## config.mk

```make
export PLATFORM = sky130hd
export DESIGN_NAME = sfpc_top
export DESIGN_NICKNAME = d
export VERILOG_FILES = /design/src/hw/sfpc_pkg.sv /design/src/hw/sfpc_fifo.sv /design/src/hw/sfpc_top.sv
export VERILOG_INCLUDE_DIRS = /design/src /design/src/hw
export SDC_FILE = /design/constraint.sdc
export NUM_CORES = 2
export LEC_CHECK = 0
export BUFFER_PORTS_ARGS = -buffer_cell sky130_fd_sc_hd__buf_2
export CELL_PAD_IN_SITES_DETAIL_PLACEMENT = 1
export CELL_PAD_IN_SITES_GLOBAL_PLACEMENT = 2
export CORE_ASPECT_RATIO = 0.7
export CORE_UTILIZATION = 50
export DETAILED_ROUTE_END_ITERATION = 7
export HOLD_SLACK_MARGIN = 0.02
export PLACE_DENSITY_LB_ADDON = 0.1
export RECOVER_POWER = 25
export SLEW_MARGIN = 30
export SYNTH_ARGS = -nofsm -noshare
export SYNTH_HDL_FRONTEND = slang
export SYNTH_SLANG_ARGS = --single-unit
```

## constraint.sdc

```tcl
create_clock -name clk -period 6 [get_ports clk]
set_clock_uncertainty 0.2 [all_clocks]
set_input_delay 1.2 -clock clk [delete_from_list [all_inputs] [get_ports clk]]
set_output_delay 1.2 -clock clk [all_outputs]
set_load 0.03 [all_outputs]
```

## src/hw/sfpc_defines.svh

```systemverilog
`ifndef SFPC_DEFINES_SVH
`define SFPC_DEFINES_SVH

// register offsets
`define SFPC_ADDR_FIFO_CFG 8'h08
`define SFPC_ADDR_SLOT_ONE_TWO 8'h09
`define SFPC_ADDR_SLOT_THREE_FOUR 8'h0a
`define SFPC_ADDR_SYS_CTRL 8'h0d

// field positions
`define SFPC_SYS_BUF_EN 2
`define SFPC_SYS_POWER_SAVE 1
`define SFPC_SYS_SOFT_RST 0

// reset values
`define SFPC_RST_A_FULL_THR 4'hf
`define SFPC_RST_SLOT_REG 8'h00
`define SFPC_RST_SYS_CTRL 3'h0

// sizes
`define SFPC_SAMPLE_MAX 6'h20
`define SFPC_ELEM_BITS 24
`define SFPC_SLOTS 4
`define SFPC_STAGE_DEPTH 16
`define SFPC_STORE_DEPTH 128

`endif

```

## src/hw/sfpc_pkg.sv

```systemverilog
package sfpc_pkg;

    typedef enum logic [3:0] {
        SFPC_SLOT_EMPTY = 4'h0,
        SFPC_SLOT_OPTICAL_CHANNEL_ONE = 4'h1,
        SFPC_SLOT_OPTICAL_CHANNEL_TWO = 4'h2,
        SFPC_SLOT_PILOT_CHANNEL_ONE = 4'h5,
        SFPC_SLOT_PILOT_CHANNEL_TWO = 4'h6,
        SFPC_SLOT_ECG = 4'h9
    } sfpc_slot_t;

    typedef enum logic [1:0] {
        SFPC_ST_IDLE = 2'b01,
        SFPC_ST_PACK = 2'b10
    } sfpc_state_t;

    function automatic logic sfpc_slot_used(input logic [3:0] code);
        logic used;
        used = 1'b0;
        unique case (code)
            SFPC_SLOT_OPTICAL_CHANNEL_ONE, SFPC_SLOT_OPTICAL_CHANNEL_TWO,
            SFPC_SLOT_PILOT_CHANNEL_ONE, SFPC_SLOT_PILOT_CHANNEL_TWO,
            SFPC_SLOT_ECG: used = 1'b1;
            default: used = 1'b0;
        endcase
        return used;
    endfunction : sfpc_slot_used

endpackage : sfpc_pkg

```

## src/hw/sfpc_fifo.sv

```systemverilog
`timescale 1ns/1ps
module sfpc_fifo #(
    parameter int WIDTH = 24,
    parameter int DEPTH = 16
) (
    // clock and reset
    input wire logic clk,
    input wire logic rst_b,
    input wire logic clear,
    // fill side
    input wire logic in_valid,
    output logic in_ready,
    input wire logic [WIDTH-1:0] in_data,
    // drain side
    output logic out_valid,
    input wire logic out_ready,
    output logic [WIDTH-1:0] out_data
);
    // depth must be a power of two so the pointers wrap by themselves
    localparam int AW = $clog2(DEPTH);
    localparam logic [AW:0] FULL_CNT = DEPTH[AW:0];

    logic [WIDTH-1:0] mem [DEPTH];
    logic [AW-1:0] wp_r, wp_nxt, rp_r, rp_nxt;
    logic [AW:0] cnt_r, cnt_nxt;
    logic ready_r, ready_nxt, oval_r, oval_nxt;
    logic [WIDTH-1:0] odat_r, odat_nxt;
    logic push, load;

    assign push = in_valid && ready_r;
    assign load = (cnt_r != '0) && (!oval_r || out_ready);
    assign in_ready = ready_r;
    assign out_valid = oval_r;
    assign out_data = odat_r;

    always_comb begin
        wp_nxt = push ? wp_r + 1'b1 : wp_r;
        rp_nxt = load ? rp_r + 1'b1 : rp_r;
        cnt_nxt = cnt_r + {{AW{1'b0}}, push} - {{AW{1'b0}}, load};
        oval_nxt = load ? 1'b1 : (out_ready ? 1'b0 : oval_r);
        odat_nxt = load ? mem[rp_r] : odat_r;
        if (clear) begin
            wp_nxt = '0;
            rp_nxt = '0;
            cnt_nxt = '0;
            oval_nxt = 1'b0;
        end
        ready_nxt = (cnt_nxt != FULL_CNT);
    end

    always_ff @(posedge clk) begin
        if (push) begin
            mem[wp_r] <= in_data;
        end
    end

    always_ff @(posedge clk or negedge rst_b) begin
        if (!rst_b) begin
            wp_r <= '0;
            rp_r <= '0;
            cnt_r <= '0;
            ready_r <= 1'b0;
            oval_r <= 1'b0;
            odat_r <= '0;
        end else begin
            wp_r <= wp_nxt;
            rp_r <= rp_nxt;
            cnt_r <= cnt_nxt;
            ready_r <= ready_nxt;
            oval_r <= oval_nxt;
            odat_r <= odat_nxt;
        end
    end
endmodule : sfpc_fifo

```

## src/hw/sfpc_top.sv

```systemverilog
// Summary of operation
// almost_full sets when the free sample space equals the 4-bit threshold (0 at 32, 15 at 17).
// the buffer holds at most 32 samples of up to four 3-byte elements each.
// slot codes decode as empty, optical one/two, pilot one/two, ecg; others are reserved.
// register 0x09 holds slot one type in bits 3:0 and slot two type in 7:4, reset zero.
// register 0x0a holds slot three type in bits 3:0 and slot four type in 7:4, reset zero.
// with buffer enable low no sample is pushed and pointers and stored data are held; the code still pushes a sample whose packing began while enabled.
// writing buffer enable as one flushes stored data and restarts from pointer zero.
// in power save every register keeps its value and reads and writes still work.
// entering power save forces the interrupt flag low and keeps it low meanwhile.
// in power save the internal oscillator is stopped.
// a conversion in progress when power save is set finishes before shutdown.
// in power save no conversion result is taken, so stored results stay as they were.
// writing one to the reset bit returns every register to its reset value, then the bit clears.
// the write pointer advances by one per pushed sample and names the next slot to fill.
// a sample carries used slots in order one to four, each element read msb byte first.
// the host changes slot types only with the buffer disabled, then enables to flush.
`timescale 1ns/1ps
`include "sfpc_defines.svh"
module sfpc_top (
    // clock and reset
    input wire logic clk,
    input wire logic rst_b,
    // register port
    input wire logic reg_wr,
    input wire logic reg_rd,
    input wire logic [7:0] reg_addr,
    input wire logic [7:0] reg_wdata,
    output logic [7:0] reg_rdata_r,
    output logic reg_rvalid_r,
    // conversion results
    input wire logic conv_active,
    input wire logic conv_valid,
    input wire logic [95:0] conv_result,
    output logic conv_ready_r,
    // sample readout
    input wire logic data_rd,
    output logic [7:0] data_byte_r,
    output logic data_valid_r,
    // status
    input wire logic almost_full_clr,
    output logic almost_full_r,
    output logic [4:0] write_pointer_r,
    output logic [5:0] sample_count_r,
    output logic osc_enable_r
);
    import sfpc_pkg::*;

    localparam int EW = `SFPC_ELEM_BITS;

    // configuration state
    logic [3:0] a_full_thr_r, a_full_thr_nxt;
    logic [7:0] slot_one_two_r, slot_one_two_nxt;
    logic [7:0] slot_three_four_r, slot_three_four_nxt;
    logic buf_en_r, buf_en_nxt, power_save_r, power_save_nxt;
    logic soft_rst_r, soft_rst_nxt;
    logic [7:0] rdata_nxt;
    logic rvalid_nxt;

    // packing and buffer state
    sfpc_state_t state_r, state_nxt;
    logic [1:0] slot_idx_r, slot_idx_nxt;
    logic [95:0] conv_buf_r, conv_buf_nxt;
    logic conv_ready_nxt, osc_nxt, af_nxt;
    logic [4:0] wp_nxt;
    logic [5:0] count_nxt;
    logic [1:0] byte_idx_r, byte_idx_nxt;
    logic [2:0] rd_elem_r, rd_elem_nxt;
    logic [7:0] byte_nxt;
    logic dvalid_nxt;

    // internal nets
    logic [3:0] slot_code [4];
    logic [3:0] slot_used;
    logic [2:0] active_cnt;
    logic flush, wr_sys, accept, commit, sample_out, af_evt;
    logic stage_in_valid, stage_in_ready, stage_out_valid, store_in_ready;
    logic store_out_valid, store_out_ready;
    logic [EW-1:0] stage_in_data, stage_out_data, store_out_data;
    logic [5:0] count_after, free_after;

    assign slot_code[0] = slot_one_two_r[3:0];
    assign slot_code[1] = slot_one_two_r[7:4];
    assign slot_code[2] = slot_three_four_r[3:0];
    assign slot_code[3] = slot_three_four_r[7:4];

    // reserved codes are treated as empty so they never take buffer space
    for (genvar i = 0; i < `SFPC_SLOTS; i++) begin : g_slot
        assign slot_used[i] = sfpc_slot_used(slot_code[i]);
    end

    assign active_cnt = {2'b00, slot_used[0]} + {2'b00, slot_used[1]}
        + {2'b00, slot_used[2]} + {2'b00, slot_used[3]};

    assign wr_sys = reg_wr && !soft_rst_r && (reg_addr == `SFPC_ADDR_SYS_CTRL);
    assign flush = soft_rst_r || (wr_sys && reg_wdata[`SFPC_SYS_BUF_EN]);

    // register file; power save gates nothing here so access stays normal
    always_comb begin
        a_full_thr_nxt = a_full_thr_r;
        slot_one_two_nxt = slot_one_two_r;
        slot_three_four_nxt = slot_three_four_r;
        buf_en_nxt = buf_en_r;
        power_save_nxt = power_save_r;
        soft_rst_nxt = 1'b0;
        rvalid_nxt = reg_rd;
        rdata_nxt = 8'h00;
        if (reg_wr && !soft_rst_r) begin
            unique case (reg_addr)
                `SFPC_ADDR_FIFO_CFG: a_full_thr_nxt = reg_wdata[3:0];
                `SFPC_ADDR_SLOT_ONE_TWO: slot_one_two_nxt = reg_wdata;
                `SFPC_ADDR_SLOT_THREE_FOUR: slot_three_four_nxt = reg_wdata;
                `SFPC_ADDR_SYS_CTRL: begin
                    buf_en_nxt = reg_wdata[`SFPC_SYS_BUF_EN];
                    power_save_nxt = reg_wdata[`SFPC_SYS_POWER_SAVE];
                    soft_rst_nxt = reg_wdata[`SFPC_SYS_SOFT_RST];
                end
                default: ;
            endcase
        end
        if (reg_rd) begin
            unique case (reg_addr)
                `SFPC_ADDR_FIFO_CFG: rdata_nxt = {4'h0, a_full_thr_r};
                `SFPC_ADDR_SLOT_ONE_TWO: rdata_nxt = slot_one_two_r;
                `SFPC_ADDR_SLOT_THREE_FOUR: rdata_nxt = slot_three_four_r;
                `SFPC_ADDR_SYS_CTRL: rdata_nxt = {5'h00, buf_en_r, power_save_r, soft_rst_r};
                default: rdata_nxt = 8'h00;
            endcase
        end
        if (soft_rst_r) begin
            a_full_thr_nxt = `SFPC_RST_A_FULL_THR;
            slot_one_two_nxt = `SFPC_RST_SLOT_REG;
            slot_three_four_nxt = `SFPC_RST_SLOT_REG;
            {buf_en_nxt, power_save_nxt, soft_rst_nxt} = `SFPC_RST_SYS_CTRL;
        end
    end

    always_ff @(posedge clk or negedge rst_b) begin
        if (!rst_b) begin
            a_full_thr_r <= `SFPC_RST_A_FULL_THR;
            slot_one_two_r <= `SFPC_RST_SLOT_REG;
            slot_three_four_r <= `SFPC_RST_SLOT_REG;
            {buf_en_r, power_save_r, soft_rst_r} <= `SFPC_RST_SYS_CTRL;
            reg_rdata_r <= 8'h00;
            reg_rvalid_r <= 1'b0;
        end else begin
            a_full_thr_r <= a_full_thr_nxt;
            slot_one_two_r <= slot_one_two_nxt;
            slot_three_four_r <= slot_three_four_nxt;
            buf_en_r <= buf_en_nxt;
            power_save_r <= power_save_nxt;
            soft_rst_r <= soft_rst_nxt;
            reg_rdata_r <= rdata_nxt;
            reg_rvalid_r <= rvalid_nxt;
        end
    end

    // a conversion is taken whole; it is stored only if enabled, used and not full
    assign accept = conv_valid && conv_ready_r;
    assign stage_in_valid = (state_r == SFPC_ST_PACK) && slot_used[slot_idx_r] && !flush;
    assign stage_in_data = conv_buf_r[slot_idx_r*EW +: EW];
    assign commit = (state_r == SFPC_ST_PACK) && (slot_idx_r == 2'd3) && !flush
        && (!slot_used[3] || stage_in_ready);

    // readout walks msb byte first and pops the element after its last byte
    assign store_out_ready = data_rd && store_out_valid && (byte_idx_r == 2'd2);
    assign sample_out = store_out_ready && ((rd_elem_r + 3'd1) == active_cnt);
    assign count_after = sample_count_r + {5'h00, commit} - {5'h00, sample_out};
    assign free_after = `SFPC_SAMPLE_MAX - count_after;
    assign af_evt = commit && (free_after == {2'b00, a_full_thr_r});

    always_comb begin
        state_nxt = state_r;
        slot_idx_nxt = slot_idx_r;
        conv_buf_nxt = conv_buf_r;
        wp_nxt = write_pointer_r;
        count_nxt = count_after;
        byte_idx_nxt = byte_idx_r;
        rd_elem_nxt = rd_elem_r;
        byte_nxt = data_byte_r;
        dvalid_nxt = 1'b0;
        af_nxt = almost_full_r;
        unique case (state_r)
            SFPC_ST_IDLE: begin
                if (accept && buf_en_r && (active_cnt != 3'd0)
                    && (sample_count_r != `SFPC_SAMPLE_MAX)) begin
                    conv_buf_nxt = conv_result;
                    slot_idx_nxt = 2'd0;
                    state_nxt = SFPC_ST_PACK;
                end
            end
            SFPC_ST_PACK: begin
                if (!slot_used[slot_idx_r] || stage_in_ready) begin
                    slot_idx_nxt = slot_idx_r + 2'd1;
                    if (slot_idx_r == 2'd3) begin
                        state_nxt = SFPC_ST_IDLE;
                    end
                end
            end
            default: state_nxt = SFPC_ST_IDLE;
        endcase
        if (commit) begin
            wp_nxt = write_pointer_r + 5'd1;
        end
        if (data_rd && store_out_valid) begin
            dvalid_nxt = 1'b1;
            unique case (byte_idx_r)
                2'd0: byte_nxt = store_out_data[23:16];
                2'd1: byte_nxt = store_out_data[15:8];
                default: byte_nxt = store_out_data[7:0];
            endcase
            byte_idx_nxt = (byte_idx_r == 2'd2) ? 2'd0 : byte_idx_r + 2'd1;
        end
        if (store_out_ready) begin
            rd_elem_nxt = sample_out ? 3'd0 : rd_elem_r + 3'd1;
        end
        // host clear loses to a new event
        if (almost_full_clr) begin
            af_nxt = 1'b0;
        end
        if (af_evt) begin
            af_nxt = 1'b1;
        end
        if (power_save_r) begin
            af_nxt = 1'b0;
        end
        if (flush) begin
            state_nxt = SFPC_ST_IDLE;
            slot_idx_nxt = 2'd0;
            wp_nxt = 5'd0;
            count_nxt = 6'd0;
            byte_idx_nxt = 2'd0;
            rd_elem_nxt = 3'd0;
            dvalid_nxt = 1'b0;
        end
        if (soft_rst_r) begin
            conv_buf_nxt = '0;
            byte_nxt = 8'h00;
            af_nxt = 1'b0;
        end
        // stop only once no conversion is running or being packed
        osc_nxt = !(power_save_nxt && !conv_active && (state_nxt == SFPC_ST_IDLE));
        // no new results while the oscillator is stopped
        conv_ready_nxt = osc_nxt && !power_save_nxt && (state_nxt == SFPC_ST_IDLE);
    end

    always_ff @(posedge clk or negedge rst_b) begin
        if (!rst_b) begin
            state_r <= SFPC_ST_IDLE;
            slot_idx_r <= 2'd0;
            conv_buf_r <= '0;
            write_pointer_r <= 5'd0;
            sample_count_r <= 6'd0;
            byte_idx_r <= 2'd0;
            rd_elem_r <= 3'd0;
            data_byte_r <= 8'h00;
            data_valid_r <= 1'b0;
            almost_full_r <= 1'b0;
            osc_enable_r <= 1'b1;
            conv_ready_r <= 1'b0;
        end else begin
            state_r <= state_nxt;
            slot_idx_r <= slot_idx_nxt;
            conv_buf_r <= conv_buf_nxt;
            write_pointer_r <= wp_nxt;
            sample_count_r <= count_nxt;
            byte_idx_r <= byte_idx_nxt;
            rd_elem_r <= rd_elem_nxt;
            data_byte_r <= byte_nxt;
            data_valid_r <= dvalid_nxt;
            almost_full_r <= af_nxt;
            osc_enable_r <= osc_nxt;
            conv_ready_r <= conv_ready_nxt;
        end
    end

    // staging decouples packing from the store; its ready stalls the packer
    sfpc_fifo #(
        .WIDTH(EW),
        .DEPTH(`SFPC_STAGE_DEPTH)
    ) u_stage (
        .clk(clk),
        .rst_b(rst_b),
        .clear(flush),
        .in_valid(stage_in_valid),
        .in_ready(stage_in_ready),
        .in_data(stage_in_data),
        .out_valid(stage_out_valid),
        .out_ready(store_in_ready),
        .out_data(stage_out_data)
    );

    // element store, 32 samples of four elements
    sfpc_fifo #(
        .WIDTH(EW),
        .DEPTH(`SFPC_STORE_DEPTH)
    ) u_store (
        .clk(clk),
        .rst_b(rst_b),
        .clear(flush),
        .in_valid(stage_out_valid),
        .in_ready(store_in_ready),
        .in_data(stage_out_data),
        .out_valid(store_out_valid),
        .out_ready(store_out_ready),
        .out_data(store_out_data)
    );
endmodule : sfpc_top

```

==> metrics.csv <==
metric,value,unit
clock root buffer master,clkbuf_16,
1st-iter DRT viols,9394,
startpoint class of the critical path,flip-flop,
IR Drop Worst-Case VDD,0.302,mV
H-tree depth,5,
net count of the mapped netlist,7536,
summed negative setup slack over all endpoints,0,ns
number of max-cap violations,38,
residual overflow from global routing,0,
Leak Pwr,53.3,nW
clock tree buffer depth,4,
count of cells resized by post-cts repair,0,
Vias,75800,
Fin. Hold Viols,0,
worst max-slew margin expressed relative to the limit,-1.82,
cells after synthesis,7372,
mean routed wirelength per cell,34.8,um
sequential element share of the synthesized area,0.763,
first-pass GRT wire length,584000,um
number of buffers added for setup after CTS,0,
longest individual stage delay on the worst path,2.77,ns
share of layout cells above drive strength 1,0.227,
Routed WL,415000,um
highest clock rate,0.187,GHz
RSZ-0062 raised after global routing,false,
number of buffers inserted during clock tree synthesis,357,
total number of nets in the final design,7982,
final instance area,162000,sq um
worst-path cell chain,clkdlybuf4s15_1,
data arrival time of the worst path,5.30,ns
number of global-route vias before repair,77200,
type of the most critical hold path,in2reg,
sink count of the clock tree,3703,
DRC violation count after routing,0,
met3 demand-to-capacity share in global routing,0.0635,
"Async S/R FF share, synth",0.0667,
synth unique cells,75,
total setup violations reported at the end of the flow,0,
clock latency at the later pin of the worst-skew pair,0.91,ns
total power,78.8,mW
result of the run,"finished, violations left",
Initial DRT Pass Iterations,5,
aggregate global-route resource usage,0.283,
Clock transition at path regs,0.07,ns
cell with the largest stage delay on the worst path,clkdlybuf4s15_1,
count of synthesis-stage warnings from yosys,0,
maximum number of pins on one net before global-route repair,123,
mean area per synthesized cell,19.6,sq um
Post-synth EDFFs,3456,
most used routing layer in global routing,met1,
starting density of the core,0.504,
DRT antenna net count,0,
final critical delay including setup and external delays,5.34,ns
die footprint,290000,sq um
#FFs+latches synth,3703,
violations in the final reports,"capacitance limit, slew limit",
Critical Path Fanout Max,78,
M1 GR Usage,0.444,
std cell rows,164,
Layout area overhead,12.6,%
prevailing post-synth register cell,edfxtp_1,
kind of end point of the critical path,flip-flop,
height of the die,451,um
pwr dens,486,nW/um^2
required arrival time at the worst endpoint,5.96,ns
Avg Vias per Cell,6.36,
final estimated routing congestion in global placement,0.857,
Setup CP Type,reg2reg,
initial antenna violation count,29,
area of the mapped netlist,144000,sq um
placed inst area,151000,sq um
clock tree from TritonCTS,built,
core area,286000,sq um
horizontal die dimension,644,um
number of pins exceeding their max-slew limit in the final report,1913,
met2 usage,0.409,
boundary pin count,152,
final period utilization,0.890,
Buf/Inv on CP,1,
Top delay family on crit path,buffers and inverters,
half-perimeter wire length after detailed placement,251000,um
pin slew with the least headroom to its limit,4.23,ns
count of hold-fix buffers inserted at cts,0,
number of input and output port buffers inserted,151,
-- Yosys cell counts (all sizes together), types with 9 or more instances --
cell | instances | share of area
xor2 | 17 | 0.0010
a22oi | 109 | 0.0057
or3 | 9 | 0.00039
o221ai | 68 | 0.0041
a2111oi | 26 | 0.0016
nand4 | 15 | 0.00069
o21ai | 140 | 0.0049
mux2 | 10 | 0.00078
mux2i | 577 | 0.040
nand2 | 458 | 0.012
a31oi | 22 | 0.00095
edfxtp | 3456 | 0.72
a221oi | 15 | 0.00091
clkbuf | 184 | 0.0048
ha | 40 | 0.0035
nor2 | 251 | 0.0065
buf | 247 | 0.011
and3 | 9 | 0.00041
a311oi | 14 | 0.00085
a211oi | 57 | 0.0030
nor3 | 32 | 0.0011
nand2b | 9 | 0.00039
and2 | 33 | 0.0014
nor4 | 9 | 0.00043
a21oi | 223 | 0.0077
o22ai | 160 | 0.0069
nor2b | 17 | 0.00074
inv | 49 | 0.0013
xnor2 | 24 | 0.0015
dfrtp | 241 | 0.042
nand3 | 92 | 0.0032
mux4 | 665 | 0.10
-- state kept, by name, indices dropped and copies added (netlist names), 8 cells and up --
| name | cells |
|---|---|
| slot_three_four_r | 8 |
| u_store.out_data | 24 |
| u_stage.out_data | 24 |
| u_stage.mem | 384 |
| u_store.mem | 3072 |
| u_store.cnt_r | 8 |
| data_byte_r | 8 |
| reg_rdata_r | 8 |
| slot_one_two_r | 8 |
| conv_buf_r | 96 |
-- stage by stage --
step                instances  hold WS (ns)  setup slack, ns  utilization
finish                  11900         0.302            0.659        0.567
global placement        11300         0.306            0.762        0.528
global route            11900         0.297            0.368        0.567
CTS                     11900        0.0217            0.773        0.567
floorplan                7372         0.281             1.22            -
detailed placement      11300         0.314            0.808        0.529
-- power breakdown --
part,internal [mW],switching [mW],total [mW],leakage [nW]
clock network,12.3,9.60,21.9,5.40
logic,7.83,14.4,22.2,13.3
registers,32.5,2.20,34.7,34.5
-- layout by cell type, fill, tap and decap left out, types with 153 or more instances in the layout --
master     instances
edfxtp_1        3456
mux4_2           665
mux2i_1          577
nand2_1          457
clkbuf_16        365
buf_4            315
dfrtp_1          231
a21oi_1          223
o22ai_1          160
buf_2            153
-- cell type report --
cell class	count	area (sq um)
multi-input combinational	3189	32400
antenna	13	32.5
clock buffer	465	9610
fill	24800	124000
tap	3818	4780
sequential	3703	110000
timing repair buffer	518	3800
clock inverter	166	1470
inverter	49	191
-- kinds of logic (layout without fill, tap and decap cells) --
kind of cell	after synthesis	count (layout)	share of synthesized area
buf+inv	480	1198	0.0169
flops	3703	3703	0.763
compound gates	889	889	0.0401
fa+ha+maj	44	44	0.00403
mux	1252	1252	0.145
simple gates	963	963	0.0289
other cells	0	13	0
xor+xnor	41	41	0.00249
-- final timing paths --
check / startpoint / to / slack (ns) / depth (start not counted)
worst max-delay path: u_stage.out_data[22]$_DFFE_PN0P_ / u_store.mem[51][22]$_DFFE_PP_ / 0.66 / 1
worst min-delay path: conv_active / osc_enable_r$_DFF_PN1_ / 0.30 / 2
worst max register to register: u_stage.out_data[22]$_DFFE_PN0P_ / u_store.mem[51][22]$_DFFE_PP_ / 0.66 / 1
worst min register to register: data_byte_r[5]$_DFFE_PN0P_ / data_byte_r[5]$_DFFE_PN0P_ / 0.32 / 2
max in group asynchronous: rst_b / u_stage.rp_r[1]$_DFFE_PN0P_ / 1.04 / 1
min in group asynchronous: rst_b / u_stage.out_data[4]$_DFFE_PN0P_ / 1.55 / 1
-- layer usage --
layer / part of all wire / vias to the layer above
met5: 0.000070 / -
met4: 0.020 / 6
met3: 0.093 / 478
met2: 0.44 / 3189
met1: 0.45 / 41200
li1: - / 30900
Note: power is estimated with default switching activity, not from simulation.
